--- config.mk ---
export PLATFORM = sky130hd
export DESIGN_NAME = cpr_core_regs
export DESIGN_NICKNAME = d
export VERILOG_FILES = /design/src/verilog/cpr_pkg.sv /design/src/verilog/cpr_core_regs.sv
export SDC_FILE = /design/constraint.sdc
export NUM_CORES = 1
export LEC_CHECK = 0
export ABC_AREA = 1
export BUFFER_PORTS_ARGS = -buffer_cell sky130_fd_sc_hd__buf_2
export CAP_MARGIN = 20
export CELL_PAD_IN_SITES_DETAIL_PLACEMENT = 1
export CELL_PAD_IN_SITES_GLOBAL_PLACEMENT = 1
export CORE_ASPECT_RATIO = 1.2
export CORE_UTILIZATION = 30
export DETAILED_ROUTE_END_ITERATION = 7
export GPL_TIMING_DRIVEN = 0
export PLACE_DENSITY = 0.76
export SLEW_MARGIN = 0
export SYNTH_ARGS = -nofsm -noshare
export SYNTH_HDL_FRONTEND = slang
export SYNTH_SLANG_ARGS = --single-unit
--- constraint.sdc ---
create_clock -name core_clk -period 5.59 [get_ports core_clk]
set_input_delay 0.559 -clock core_clk [delete_from_list [all_inputs] [get_ports core_clk]]
set_output_delay 0.559 -clock core_clk [all_outputs]
set_load 0.005 [all_outputs]
--- src/verilog/cpr_pkg.sv ---
// constants, operation codes and register port map for the core register set
`default_nettype none
package cpr_pkg;
  // reset values
  localparam logic [15:0] STACK_RESET = 16'h00FF;
  localparam logic [15:0] FETCH_RESET = 16'h0000;
  localparam logic [7:0] IDX_HI_RESET = 8'h00;
  localparam logic [7:0] FLAGS_RESET = 8'h68;
  localparam logic [7:0] FLAGS_FIXED = 8'h60;
  localparam logic [7:0] STACK_RELOAD_LOW = 8'hFF;
  localparam logic [7:0] RDATA_IDLE = 8'h00;
  // flag bit positions
  localparam int FLAG_V = 7;
  localparam int FLAG_H = 4;
  localparam int FLAG_I = 3;
  localparam int FLAG_N = 2;
  localparam int FLAG_Z = 1;
  localparam int FLAG_C = 0;
  // decimal correction
  localparam logic [7:0] BCD_LOW_ADJ = 8'h06;
  localparam logic [7:0] BCD_HIGH_ADJ = 8'h60;
  localparam logic [3:0] BCD_NIB_MAX = 4'h9;
  localparam logic [7:0] BCD_BYTE_MAX = 8'h99;
  // register port addresses
  localparam logic [2:0] REG_ACC = 3'h0;
  localparam logic [2:0] REG_IDX_HI = 3'h1;
  localparam logic [2:0] REG_IDX_LO = 3'h2;
  localparam logic [2:0] REG_STK_HI = 3'h3;
  localparam logic [2:0] REG_STK_LO = 3'h4;
  localparam logic [2:0] REG_FETCH_HI = 3'h5;
  localparam logic [2:0] REG_FETCH_LO = 3'h6;
  localparam logic [2:0] REG_FLAGS = 3'h7;
  // instruction steps
  typedef enum logic [4:0] {
    OP_NOP = 5'h00, OP_LOAD = 5'h01, OP_TEST = 5'h02, OP_LDHX = 5'h03,
    OP_ADD = 5'h04, OP_ADC = 5'h05, OP_SUB = 5'h06, OP_SBC = 5'h07,
    OP_CLR = 5'h08, OP_INC = 5'h09, OP_DEC = 5'h0A, OP_COM = 5'h0B,
    OP_NEG = 5'h0C, OP_LSL = 5'h0D, OP_LSR = 5'h0E, OP_ROL = 5'h0F,
    OP_ROR = 5'h10, OP_DECFIX = 5'h11, OP_STKADJ = 5'h12, OP_STKLOW = 5'h13,
    OP_MASKCLR = 5'h14, OP_SEI = 5'h15, OP_TAP = 5'h16, OP_TPA = 5'h17,
    OP_BTST = 5'h18
  } cpr_op_e;
  // byte register an 8-bit step works on
  typedef enum logic {TGT_ACC = 1'b0, TGT_IDX = 1'b1} cpr_tgt_e;
endpackage : cpr_pkg
`default_nettype wire

--- src/verilog/cpr_core_regs.sv ---
// programmer-visible register set of the 8-bit core: accumulator, index pair, stack, fetch pointer, flags
// Functional notes
// - accumulator keeps its content through reset.
// - accumulator feeds the ALU and takes ALU results back.
// - index pair is upper byte over lower byte, used as one 16-bit address.
// - lower index byte works alone as an 8-bit data register.
// - reset clears upper index byte, lower index byte untouched.
// - reset loads stack pointer with 00FF; it points at next free slot.
// - stack adjust adds sign-extended immediate to full stack pointer.
// - stack low reload changes only the stack pointer low byte.
// - fetch pointer increments per fetch unless flow change loads it.
// - after reset fetch pointer takes vector, high byte first then low.
// - flag bits 6 and 5 always read one.
// - overflow flag shows signed overflow of the result.
// - half carry shows carry from bit 3 to 4 on adds.
// - decimal fixup corrects last add using half carry and carry.
// - mask flag blocks interrupts; set on interrupt entry.
// - no interrupt right after an instruction that drops the mask.
// - negative flag follows result bit 7 (bit 15 on index pair load), loads and stores too.
// - zero flag set for all-zero results, loads and stores.
// - carry flag from add carry, subtract borrow, shifts and bit tests.
// - registers are not memory mapped, only reached by the sequencer.
//
// Decided for this implementation: the plain strobed port and the placing of the registers.
`default_nettype none
module cpr_core_regs import cpr_pkg::*; (
  // clock and reset
  input wire logic core_clk,
  input wire logic reset_n,
  // instruction step from the sequencer
  input wire logic opValid,
  input wire cpr_op_e opCode,
  input wire cpr_tgt_e opTarget,
  input wire logic [7:0] opData,
  input wire logic [15:0] opWide,
  // program flow
  input wire logic fetchStep,
  input wire logic flowLoad,
  input wire logic [15:0] flowAddr,
  input wire logic vecHiLoad,
  input wire logic vecLoLoad,
  input wire logic [7:0] vecByte,
  input wire logic intEntry,
  // sequencer register port
  input wire logic [2:0] regAddr,
  input wire logic [7:0] regWrData,
  input wire logic regWr,
  input wire logic regRd,
  output logic [7:0] regRdData,
  // register views
  output logic [7:0] accOut,
  output logic [15:0] indexOut,
  output logic [15:0] stackOut,
  output logic [15:0] fetchPtrOut,
  output logic [7:0] flagsOut,
  output logic irqAllow
);

  logic [7:0] acc_r;
  logic [7:0] idxHi_r;
  logic [7:0] idxLo_r;
  logic [15:0] stkPtr_r;
  logic [15:0] fetchPtr_r;
  logic [7:0] flag_r;
  logic [7:0] flag_nxt;
  logic inhibit_r;
  logic inhibit_nxt;
  logic irqAllow_r;
  logic [7:0] rdData_r;

  // step result
  logic [7:0] srcVal;
  logic [7:0] resVal;
  logic resWr;
  logic resToAcc;
  logic [7:0] flagOp;
  logic [8:0] sum9;
  logic [4:0] half5;
  logic cin;
  logic nzUpd;
  logic nzWide;
  logic [15:0] nzVal;
  logic bcdHi;
  logic bcdLo;

  // outputs are the flops themselves
  assign accOut = acc_r;
  assign indexOut = {idxHi_r, idxLo_r};
  assign stackOut = stkPtr_r;
  assign fetchPtrOut = fetchPtr_r;
  assign flagsOut = flag_r;
  assign irqAllow = irqAllow_r;
  assign regRdData = rdData_r;

  function automatic logic portHit(input logic wr, input logic [2:0] a, input logic [2:0] reg_a);
    portHit = wr && (a == reg_a);
  endfunction : portHit

  // operand source: accumulator or the lower index byte
  assign srcVal = (opTarget == TGT_IDX) ? idxLo_r : acc_r;

  // ALU result and flag effects of one step
  always_comb begin
    resVal = srcVal;
    resWr = 1'b0;
    resToAcc = (opTarget == TGT_ACC);
    flagOp = flag_r;
    cin = 1'b0;
    sum9 = 9'h000;
    half5 = 5'h00;
    nzUpd = 1'b0;
    nzWide = 1'b0;
    nzVal = 16'h0000;
    bcdHi = 1'b0;
    bcdLo = 1'b0;
    case (opCode)
      OP_LOAD: begin
        resVal = opData;
        resWr = 1'b1;
        nzUpd = 1'b1;
        flagOp[FLAG_V] = 1'b0;
      end
      OP_TEST: begin
        // store or compare-free test: flags only
        resVal = opData;
        nzUpd = 1'b1;
        flagOp[FLAG_V] = 1'b0;
      end
      OP_LDHX: begin
        nzUpd = 1'b1;
        nzWide = 1'b1;
        nzVal = opWide;
        flagOp[FLAG_V] = 1'b0;
      end
      OP_ADD, OP_ADC: begin
        cin = (opCode == OP_ADC) && flag_r[FLAG_C];
        sum9 = {1'b0, srcVal} + {1'b0, opData} + {8'h00, cin};
        half5 = {1'b0, srcVal[3:0]} + {1'b0, opData[3:0]} + {4'h0, cin};
        resVal = sum9[7:0];
        resWr = 1'b1;
        nzUpd = 1'b1;
        flagOp[FLAG_H] = half5[4];
        flagOp[FLAG_C] = sum9[8];
        flagOp[FLAG_V] = (srcVal[7] == opData[7]) && (sum9[7] != srcVal[7]);
      end
      OP_SUB, OP_SBC: begin
        cin = (opCode == OP_SBC) && flag_r[FLAG_C];
        sum9 = {1'b0, srcVal} - {1'b0, opData} - {8'h00, cin};
        resVal = sum9[7:0];
        resWr = 1'b1;
        nzUpd = 1'b1;
        flagOp[FLAG_C] = sum9[8]; // borrow
        flagOp[FLAG_V] = (srcVal[7] != opData[7]) && (sum9[7] != srcVal[7]);
      end
      OP_CLR: begin
        resVal = 8'h00;
        resWr = 1'b1;
        nzUpd = 1'b1;
        flagOp[FLAG_V] = 1'b0;
      end
      OP_INC: begin
        resVal = srcVal + 8'h01;
        resWr = 1'b1;
        nzUpd = 1'b1;
        flagOp[FLAG_V] = (srcVal == 8'h7F);
      end
      OP_DEC: begin
        resVal = srcVal - 8'h01;
        resWr = 1'b1;
        nzUpd = 1'b1;
        flagOp[FLAG_V] = (srcVal == 8'h80);
      end
      OP_COM: begin
        resVal = ~srcVal;
        resWr = 1'b1;
        nzUpd = 1'b1;
        flagOp[FLAG_V] = 1'b0;
        flagOp[FLAG_C] = 1'b1;
      end
      OP_NEG: begin
        resVal = 8'h00 - srcVal;
        resWr = 1'b1;
        nzUpd = 1'b1;
        flagOp[FLAG_V] = (srcVal == 8'h80);
        flagOp[FLAG_C] = (srcVal != 8'h00);
      end
      OP_LSL, OP_LSR, OP_ROL, OP_ROR: begin
        // shifted-out bit goes to carry, overflow is N xor C
        case (opCode)
          OP_LSL: resVal = {srcVal[6:0], 1'b0};
          OP_LSR: resVal = {1'b0, srcVal[7:1]};
          OP_ROL: resVal = {srcVal[6:0], flag_r[FLAG_C]};
          default: resVal = {flag_r[FLAG_C], srcVal[7:1]};
        endcase
        flagOp[FLAG_C] = (opCode == OP_LSL || opCode == OP_ROL) ? srcVal[7] : srcVal[0];
        flagOp[FLAG_V] = resVal[7] ^ flagOp[FLAG_C];
        resWr = 1'b1;
        nzUpd = 1'b1;
      end
      OP_DECFIX: begin
        // correction per nibble; carry only ever set, never cleared
        bcdLo = flag_r[FLAG_H] || (acc_r[3:0] > BCD_NIB_MAX);
        bcdHi = flag_r[FLAG_C] || (acc_r > BCD_BYTE_MAX);
        resVal = acc_r + (bcdLo ? BCD_LOW_ADJ : 8'h00) + (bcdHi ? BCD_HIGH_ADJ : 8'h00);
        resToAcc = 1'b1;
        resWr = 1'b1;
        nzUpd = 1'b1;
        flagOp[FLAG_C] = bcdHi;
      end
      OP_MASKCLR: flagOp[FLAG_I] = 1'b0;
      OP_SEI: flagOp[FLAG_I] = 1'b1;
      OP_TAP: flagOp = acc_r;
      OP_TPA: begin
        resVal = flag_r;
        resToAcc = 1'b1;
        resWr = 1'b1;
      end
      OP_BTST: flagOp[FLAG_C] = opData[0]; // tested bit arrives in bit 0
      default: resVal = srcVal;
    endcase
    if (nzUpd) begin
      if (!nzWide) begin
        nzVal = {8'h00, resVal};
      end
      flagOp[FLAG_N] = nzWide ? nzVal[15] : nzVal[7];
      flagOp[FLAG_Z] = (nzVal == 16'h0000);
    end
    flagOp = flagOp | FLAGS_FIXED;
  end

  // flag next value: step, then port, entry sets the mask last
  always_comb begin
    flag_nxt = flag_r;
    if (opValid) begin
      flag_nxt = flagOp;
    end else if (portHit(regWr, regAddr, REG_FLAGS)) begin
      flag_nxt = regWrData | FLAGS_FIXED;
    end
    if (intEntry) begin
      flag_nxt[FLAG_I] = 1'b1;
    end
  end

  // interrupt shadow lasts until the next step completes
  always_comb begin
    inhibit_nxt = inhibit_r;
    if (opValid) begin
      inhibit_nxt = flag_r[FLAG_I] && !flag_nxt[FLAG_I];
    end
  end

  // flags, shadow and interrupt permission
  always_ff @(posedge core_clk or negedge reset_n) begin
    if (!reset_n) begin
      flag_r <= FLAGS_RESET;
      inhibit_r <= 1'b0;
      irqAllow_r <= 1'b0;
    end else begin
      flag_r <= flag_nxt;
      inhibit_r <= inhibit_nxt;
      irqAllow_r <= !flag_nxt[FLAG_I] && !inhibit_nxt;
    end
  end

  // accumulator has no reset; steps are ignored while reset is held
  always_ff @(posedge core_clk) begin
    if (reset_n) begin
      if (opValid && resWr && resToAcc) begin
        acc_r <= resVal;
      end else if (!opValid && portHit(regWr, regAddr, REG_ACC)) begin
        acc_r <= regWrData;
      end
    end
  end

  // lower index byte also survives reset
  always_ff @(posedge core_clk) begin
    if (reset_n) begin
      if (opValid && opCode == OP_LDHX) begin
        idxLo_r <= opWide[7:0];
      end else if (opValid && resWr && !resToAcc) begin
        idxLo_r <= resVal;
      end else if (!opValid && portHit(regWr, regAddr, REG_IDX_LO)) begin
        idxLo_r <= regWrData;
      end
    end
  end

  // upper index byte
  always_ff @(posedge core_clk or negedge reset_n) begin
    if (!reset_n) begin
      idxHi_r <= IDX_HI_RESET;
    end else if (opValid && opCode == OP_LDHX) begin
      idxHi_r <= opWide[15:8];
    end else if (!opValid && portHit(regWr, regAddr, REG_IDX_HI)) begin
      idxHi_r <= regWrData;
    end
  end

  // stack pointer
  always_ff @(posedge core_clk or negedge reset_n) begin
    if (!reset_n) begin
      stkPtr_r <= STACK_RESET;
    end else if (opValid && opCode == OP_STKADJ) begin
      stkPtr_r <= stkPtr_r + {{8{opData[7]}}, opData};
    end else if (opValid && opCode == OP_STKLOW) begin
      stkPtr_r[7:0] <= STACK_RELOAD_LOW;
    end else if (!opValid && portHit(regWr, regAddr, REG_STK_HI)) begin
      stkPtr_r[15:8] <= regWrData;
    end else if (!opValid && portHit(regWr, regAddr, REG_STK_LO)) begin
      stkPtr_r[7:0] <= regWrData;
    end
  end

  // fetch pointer: vector bytes, flow change, then sequential step
  always_ff @(posedge core_clk or negedge reset_n) begin
    if (!reset_n) begin
      fetchPtr_r <= FETCH_RESET;
    end else if (vecHiLoad) begin
      fetchPtr_r[15:8] <= vecByte;
    end else if (vecLoLoad) begin
      fetchPtr_r[7:0] <= vecByte;
    end else if (flowLoad) begin
      fetchPtr_r <= flowAddr;
    end else if (fetchStep) begin
      fetchPtr_r <= fetchPtr_r + 16'h0001;
    end else if (portHit(regWr, regAddr, REG_FETCH_HI)) begin
      fetchPtr_r[15:8] <= regWrData;
    end else if (portHit(regWr, regAddr, REG_FETCH_LO)) begin
      fetchPtr_r[7:0] <= regWrData;
    end
  end

  // read data stand for one cycle only; the port is private to the sequencer
  always_ff @(posedge core_clk or negedge reset_n) begin
    if (!reset_n) begin
      rdData_r <= RDATA_IDLE;
    end else if (regRd) begin
      case (regAddr)
        REG_ACC: rdData_r <= acc_r;
        REG_IDX_HI: rdData_r <= idxHi_r;
        REG_IDX_LO: rdData_r <= idxLo_r;
        REG_STK_HI: rdData_r <= stkPtr_r[15:8];
        REG_STK_LO: rdData_r <= stkPtr_r[7:0];
        REG_FETCH_HI: rdData_r <= fetchPtr_r[15:8];
        REG_FETCH_LO: rdData_r <= fetchPtr_r[7:0];
        default: rdData_r <= flag_r;
      endcase
    end else begin
      rdData_r <= RDATA_IDLE;
    end
  end

  // checks on the registers
  chk_acc_reset_hold: assert property (@(posedge core_clk) !reset_n |=> $stable(acc_r))
    else $error("accumulator changed during reset");

  chk_reset_values: assert property (@(posedge core_clk) disable iff (!reset_n)
    $rose(reset_n) |-> stkPtr_r == STACK_RESET && idxHi_r == IDX_HI_RESET)
    else $error("stack or upper index wrong after reset");

  chk_fixed_ones: assert property (@(posedge core_clk) disable iff (!reset_n)
    opValid && opCode == OP_TAP |=> (flag_r & FLAGS_FIXED) == FLAGS_FIXED && flag_r[4:0] == $past(acc_r[4:0]))
    else $error("flag transfer broke fixed bits");

  chk_stack_adjust: assert property (@(posedge core_clk) disable iff (!reset_n)
    opValid && opCode == OP_STKADJ |=> stkPtr_r == $past(stkPtr_r) + {{8{$past(opData[7])}}, $past(opData)})
    else $error("stack adjust not sign extended");

  chk_stack_reload: assert property (@(posedge core_clk) disable iff (!reset_n)
    opValid && opCode == OP_STKLOW |=> stkPtr_r[15:8] == $past(stkPtr_r[15:8]) && stkPtr_r[7:0] == STACK_RELOAD_LOW)
    else $error("stack low reload touched high byte");

  chk_fetch_step: assert property (@(posedge core_clk) disable iff (!reset_n)
    fetchStep && !flowLoad && !vecHiLoad && !vecLoLoad |=> fetchPtr_r == $past(fetchPtr_r) + 16'h0001)
    else $error("fetch pointer did not step");

  chk_mask_shadow: assert property (@(posedge core_clk) disable iff (!reset_n)
    opValid && opCode == OP_MASKCLR && flag_r[3] && !intEntry |=> !irqAllow_r ##1 (!irqAllow_r || !$past(opValid)))
    else $error("interrupt allowed right after mask drop");

  chk_entry_mask: assert property (@(posedge core_clk) disable iff (!reset_n)
    intEntry |=> flag_r[FLAG_I] && !irqAllow_r)
    else $error("interrupt entry left mask clear");

  chk_half_carry: assert property (@(posedge core_clk) disable iff (!reset_n)
    opValid && opCode == OP_ADD |=> flag_r[4] == (({1'b0, $past(srcVal[3:0])} + {1'b0, $past(opData[3:0])}) > 5'h0F))
    else $error("half carry wrong after add");

  chk_load_flags: assert property (@(posedge core_clk) disable iff (!reset_n)
    opValid && opCode == OP_LOAD |=> flag_r[1] == ($past(opData) == 8'h00) && flag_r[2] == $past(opData[7]))
    else $error("load flags wrong");

  chk_read_once: assert property (@(posedge core_clk) disable iff (!reset_n)
    regRd && regAddr == REG_STK_LO |=> regRdData == $past(stkPtr_r[7:0]))
    else $error("read data late or wrong");

endmodule : cpr_core_regs
`default_nettype wire

== Word level (Yosys, flattened, before mapping) ==
Index checks and enable logic that the tools add are counted.
Storage, ports and cells
  register bits: 74
  ROM bits: 0
  latch bits: 0
  bits in writable memories: 0
  memories: 0
  input port bits: 75
  output and inout port bits: 73
Cells by class
  $lt $le $gt $ge: 2
  equal/unequal tests: 45
  muxes and demuxes: 48
  div/mod/pow operators: 0
  add/sub/neg operators: 13
  reductions and logical operators: 62
  bitwise gates (word level): 4
  shift operators: 0
  $mul: 0
Operators with widths (number)
  8-bit 2-to-1 mux: 23
  16-bit 2-to-1 mux: 6
  8-bit one-hot mux with 11 select lines: 1
  8-bit one-hot mux with 7 select lines: 1
  5-bit equality test, second input constant: 9
  5-bit by 4-bit equality test with 1-bit output, second input constant: 8
  1-bit logical AND: 25
  8-bit one-hot mux with 3 select lines: 1
  5-bit by 3-bit equality test with 1-bit output, second input constant: 4
  2-bit AND reduction: 9
  17-bit OR reduction: 1
  16-bit by 1-bit adder with 16-bit output, second input constant: 1
  16-bit adder: 1
  16-bit zero test: 1
  16-bit OR reduction: 1
  3-bit equality test, second input constant: 4
  5-bit by 2-bit equality test with 1-bit output, second input constant: 2
  2-bit OR reduction: 5
  8-bit by 8-bit adder with 9-bit output: 1
  9-bit by 1-bit adder with 9-bit output: 1
  9-bit by 1-bit inequality test with 1-bit output, second input constant: 1
  8-bit by 8-bit subtractor with 9-bit output: 1
  9-bit by 1-bit subtractor with 9-bit output: 1
  8-bit by 1-bit adder with 8-bit output, second input constant: 1
  41 further kinds: 65

== Logic depth before layout (Yosys ltp) ==
  depth after elaboration: 17
  gate-level depth with buffers: 24
  depth with buffers taken out: 24

== Worst setup path before layout ==
No wires, ideal clock.
  path kind: input -> register
  start: input opTarget
  end: register flag_r[1], in the netlist flagsOut[1]
  path slack: 2.522 ns
  arrival time: 2.991 ns
  cell stages on the path: 23
  data required time: 5.513 ns
  cell sequence: inv_1 nand2_1 nand2_2 inv_1 fa_1 fa_1 inv_1 nand2_1 nand2_1 nand2_1 nor2_1 o21ai_0 nor2_1 nand2_1 nor2_1 nand2_1 nor2_1 nand3_1 nand2_1 nand2_1 nand2_1 nand2_1 a21oi_1
On the way
  cells in the longest elaborated chain, start to end: 9
Ends and longest elaborated chain
  start: declaration: RTL line cpr_core_regs.sv:33  | input wire cpr_tgt_e opTarget,
  8-bit 2-to-1 mux *: RTL line cpr_core_regs.sv:100  | assign srcVal = (opTarget == TGT_IDX) ? idxLo_r : acc_r;
  8-bit by 8-bit subtractor with 9-bit output (tied with other cells): RTL line cpr_core_regs.sv:148  | sum9 = {1'b0, srcVal} - {1'b0, opData} - {8'h00, cin};
  9-bit by 1-bit subtractor with 9-bit output (tied with other cells): RTL line cpr_core_regs.sv:148
  8-bit one-hot mux with 11 select lines *: RTL line cpr_core_regs.sv:116  | case (opCode)
  16-bit 2-to-1 mux *: RTL line cpr_core_regs.sv:222  | if (!nzWide) begin
  16-bit 2-to-1 mux *: RTL line cpr_core_regs.sv:221  | if (nzUpd) begin
  16-bit zero test *: RTL line cpr_core_regs.sv:226  | flagOp[FLAG_Z] = (nzVal == 16'h0000);
  2-bit 2-to-1 mux *: RTL line cpr_core_regs.sv:221
  8-bit 2-to-1 mux *: RTL line cpr_core_regs.sv:234  | if (opValid) begin
  end signal: assignment: RTL line cpr_core_regs.sv:259  | flag_r <= flag_nxt;
  end: declaration: RTL line cpr_core_regs.sv:64  | logic [7:0] flag_r;
Every way passes the cells marked *; elsewhere a longest branch is shown, timed or not. The select of a mux whose other input is x is not followed.
A chain may end at the register's enable or synchronous reset.

== Final worst setup path ==
  start: register acc_r[0], in the netlist accOut[0]
  end: register flag_r[1], in the netlist flagsOut[1]
On the way
  cells in the longest elaborated chain, start to end: 11
Ends and longest elaborated chain
  start: declaration: RTL line cpr_core_regs.sv:59  | logic [7:0] acc_r;
  start signal: assignment: RTL line cpr_core_regs.sv:269  | acc_r <= resVal;
  start signal: assignment: RTL line cpr_core_regs.sv:271  | acc_r <= regWrData;
  4-bit greater-than comparator: RTL line cpr_core_regs.sv:202  | bcdLo = flag_r[FLAG_H] || (acc_r[3:0] > BCD_NIB_MAX);
  1-bit logical OR: RTL line cpr_core_regs.sv:202
  3-bit 2-to-1 mux: RTL line cpr_core_regs.sv:204  | resVal = acc_r + (bcdLo ? BCD_LOW_ADJ : 8'h00) + (bcdHi ? BCD_HIGH_ADJ : 8'h00);
  8-bit by 3-bit adder with 8-bit output: RTL line cpr_core_regs.sv:204
  8-bit by 7-bit adder with 8-bit output: RTL line cpr_core_regs.sv:204
  8-bit one-hot mux with 11 select lines *: RTL line cpr_core_regs.sv:116
  16-bit 2-to-1 mux *: RTL line cpr_core_regs.sv:222
  16-bit 2-to-1 mux *: RTL line cpr_core_regs.sv:221
  16-bit zero test *: RTL line cpr_core_regs.sv:226
  2-bit 2-to-1 mux *: RTL line cpr_core_regs.sv:221
  8-bit 2-to-1 mux *: RTL line cpr_core_regs.sv:234
Marks and branches as above.

==> flow_summary_export.csv <==
group,metric,value,unit
synthesis,synth_enable_flop_cells,16,
worst_setup_path,crit_path_max_fanout,9,
cells_and_area,layout-area-overhead-vs-synth,18.47,%
synthesis,synth.net_count,1348,
power,power_switching_share,41.47,%
clock_tree,cts_tree,"done",
global_routing,first_global_vias,9812,
worst_setup_path,worst_setup_path_end_kind,"flop",
clock_tree,clk_pin_slew,0.06,ns
synthesis,syn-cell-area,0.007749,sq mm
clock_tree,clkLatencyLatePin,0.33,ns
worst_setup_path,timing.critical_path.mode_cell,"nand2_1",
synthesis,ys_seq_elements,73,
worst_setup_path,worstPathArrival,3.96,ns
synthesis,yosys-top-cells-count,"311 x nand2_1, 164 x inv_1, 127 x nor2_1, 97 x o21ai_0, 94 x nand3_1",
die,coreArea,0.02546,sq mm
sta,worst_slew_margin,31.73,%
power,p_per_area,244.1,mW/mm^2
global_routing,first_pass_grt_wire_length,54220,um
sta,setup_repair_after_global_routing_missed_its_margin,"no",
cells_and_area,fin_nets,1502,
detailed_routing,finalWirelength,35190,um
sta,fmax,269.4,MHz
clock_tree,clock_sinks,73,
synthesis,synth_sequential_area_ratio,24.77,%
power,switch_pwr,0.0009292,W
die,initial_utilization,30.43,%
detailed_routing,antenna_violating_nets_remaining,0,
synthesis,synthesis.instances,1220,
cells_and_area,layout-drive-gt1-share,15.08,%
worst_setup_path,critical_path.n_buffers_inverters,3,
worst_setup_path,critPathRequiredTime,5.84,ns
worst_setup_path,setup.reg_to_reg.worst_slack,1.88,ns
detailed_routing,drt_iter0_markers,564,
clock_tree,cts_buffers,9,
power,power.internal,0.001312,W
run,cap_violations,0,
worst_setup_path,crit_path_top_delay_cell,"fa_1",
sta,final_period_minus_worst_setup_slack,3.712,ns
detailed_routing,routed_via_density,5.510,
sta,hold_viol,0,
clock_tree,number_of_cells_upsized_or_downsized_after_cts,0,
synthesis,dominantRegCellSynth,"dfrtp_1",
clock_tree,htree_num_levels,3,
synthesis,yosysMostFrequentCell,"nand2_1",
place,place_congestion,0.9292,
sta,final-max-slew-violation-count,0,
detailed_routing,post-route-drc-count,0,
outcome,run_status,"completed",
detailed_routing,route.detailed.wl_per_inst,20.59,um
cells_and_area,utilization,36.05,%
synthesis,share_of_async_settable_or_async_resettable_flops_after_synthesis,78.08,%
clock_tree,post-cts-setup-buffer-count,0,
sta,tns,0,ns
cells_and_area,final.fill_count,3447,
sta,timing.clock.skew,0.01033,ns
die,die_w,148.7,um
detailed_routing,detailedRoute.firstPassIterationCount,5,
worst_setup_path,critical_path.startpoint_type,"flop",
detailed_routing,dr_total_vias,9416,
power,vdd.ir_drop.worst,0.1904,mV
clock_tree,postCtsHoldBufs,0,
sta,finalSetupViolations,0,
power,power.clock.fraction,25.7,%
worst_setup_path,crit_type,"reg2reg",
synthesis,netlist.top_cell.by_area,"dfrtp_1",
cells_and_area,antenna_cells,0,
die,die_area,0.02648,sq mm
power,p_comb_share,40.7,%
die,boundaryPins,148,
place,dp.final_hpwl,29180,um
power,power.leakage,4.555,nW
synthesis,ys_warn_count,0,
clock_tree,clock-root-buffer,"clkbuf_16",
worst_setup_path,cp_top_family,"simple AND/OR/NAND/NOR gates",
sta,worst_pin_slew,1.016,ns
power,power.sequential.fraction,33.5,%
global_routing,grt-ovfl-total,0,
synthesis,post_synthesis_average_cell_area,6.351,sq um
die,floorplan.die.height,178.1,um
place,placement.io_buffers,142,
sta,tcrit_tclk_final,66.41,%
worst_setup_path,cp_slowest_stage_delay,0.50,ns
synthesis,synthDistinctLibCells,51,
worst_hold_path,min_path_type,"in2async",
global_routing,grt_antenna_before_repair,0,
die,rows,64,
clock_tree,maximum_clock_insertion_buffer_count,2,
global_routing,grt_max_degree,33,
synthesis,synth_top_cell_area_share,15.18,%
synthesis,post_synth_main_area_contributors,"dfrtp_1 15%, nand2_1 15%, inv_1 7.9%, ha_1 7.4%, o21ai_0 6.3%",
global_routing,grt_use_total,26.98,%
worst_setup_path,sequence_of_cells_on_the_critical_path,"inv_1 > nand2_1 > nand2_2 > inv_1 > fa_1 > fa_1 > inv_1 > nand2_1 > nand2_1 > nand2_1 > nor2_1 > o21ai_0 > nor2_1 > nand2_1 > nor2_1 > nand2_1 > nor2_1 > nand3_1 > nand2_1 > nand2_1 > nand2_1 > nand2_1 > a21oi_1",
==> cell type report <==
class | count | area [sq um] | area share (%)
Inverter | 173 | 649.4 | 7.074
Sequential cell | 73 | 1919 | 20.91
Clock buffer | 10 | 229.0 | 2.494
Multi-Input combinational cell | 949 | 5047 | 54.98
Buffer | 25 | 132.6 | 1.445
Tap cell | 330 | 412.9 | 4.498
Timing Repair Buffer | 143 | 730.7 | 7.960
Clock inverter | 6 | 58.81 | 0.6406
==> path summary, 6_finish.rpt <==
check / startpoint / to / cells after the start
setup / recovery: accOut[0]$_DFFE_PP_ / flagsOut[1]$_DFFE_PN0P_ / 23
setup reg to reg: accOut[0]$_DFFE_PP_ / flagsOut[1]$_DFFE_PN0P_ / 23
hold reg to reg: inhibit_r$_DFF_PN0_ / inhibit_r$_DFF_PN0_ / 2
hold / removal: reset_n / idxHi_r[1]$_DFFE_PN0P_ / 1
max in group asynchronous: reset_n / fetchPtrOut[10]$_DFFE_PN0P_ / 2
min in group core_clk: opWide[12] / idxHi_r[4]$_DFFE_PN0P_ / 3
==> worst register-to-register path, cell delays in order (launching register included) <==
cell and delay (ns):
edfxtp_1 0.44, inv_1 0.18, nand2_1 0.09, nand2_2 0.22, inv_1 0.21, fa_1 0.51, fa_1 0.45, inv_1 0.08
nand2_1 0.06, nand2_1 0.06, nand2_1 0.06, nor2_1 0.08, o21ai_0 0.11, nor2_1 0.12, nand2_1 0.12, nor2_1 0.21
nand2_1 0.08, nor2_1 0.13, nand3_1 0.09, nand2_1 0.07, nand2_1 0.05, nand2_1 0.05, nand2_1 0.05, a21oi_1 0.13
==> state kept, by name (all words and copies together) (netlist names) <==
register	count
fetchPtrOut	16
stackOut	16
accOut	8
idxHi_r	8
idxLo_r	8
regRdData	8
flagsOut	7
inhibit_r	1
irqAllow	1
==> metal layers <==
| layer | global-route usage, % | vias up | part of all wire, % |
|---|---|---|---|
| li1 | - | 4437 | - |
| met1 | 31.73 | 4537 | 41 |
| met2 | 46.48 | 336 | 47 |
| met3 | 3.581 | 106 | 5.2 |
| met4 | 16.41 | 0 | 6.1 |
| met5 | 0 | - | 0 |
==> kinds of logic after synthesis <==
family	Yosys count	share of synthesized area, %
compound gates	289	21.98
xor+xnor	10	1.130
fa+ha+maj	53	9.236
buf+inv	198	10.09
flops	73	24.77
simple gates	597	32.80
==> power groups by stage <==
stage | Combinational, W | Sequential, W | Clock [W]
3_3_place_gp | 0.000874 | 0.000759 | 0
3_5_place_dp | 0.000905 | 0.000760 | 0
6_report | 0.000913 | 0.000752 | 0.000576
5_1_grt | 0.00103 | 0.000760 | 0.000596
4_1_cts | 0.000912 | 0.000751 | 0.000581
2_1_floorplan | 0.000554 | 0.000719 | 0
==> through the flow <==
step / hold WS [ns] / setup slack (ns) / power [W] / instance area, sq um / cells
3_3_place_gp: 0.4649 / 1.718 / 0.001633 / 8872 / 1692
6_report: 0.2986 / 1.878 / 0.002241 / 9180 / 1709
5_1_grt: 0.3526 / 1.618 / 0.002384 / 9180 / 1709
3_5_place_dp: 0.4689 / 1.701 / 0.001665 / 8892 / 1693
4_1_cts: 0.3185 / 1.941 / 0.002244 / 9180 / 1709
2_1_floorplan: 0.2634 / 2.522 / 0.001273 / 7749 / 1220
==> placed cells by master (no fill, tap or decap), types with 8 or more instances in the layout <==
cell       instances
dfrtp_1           47
nand2_1          311
a221oi_1          10
o21ai_0           97
clkbuf_1          13
o21ai_1           10
o22ai_1           17
nor3_1            11
nor4_1             8
inv_1            164
clkbuf_16          9
edfxtp_1          16
a21oi_1           82
nand3_1           94
dfstp_2           10
o221ai_1          15
nor2_1           127
nand4_1           15
a31oi_1           13
buf_2            146
ha_1              46
o211ai_1          20
No activity file was read; power rests on OpenSTA's default activity.
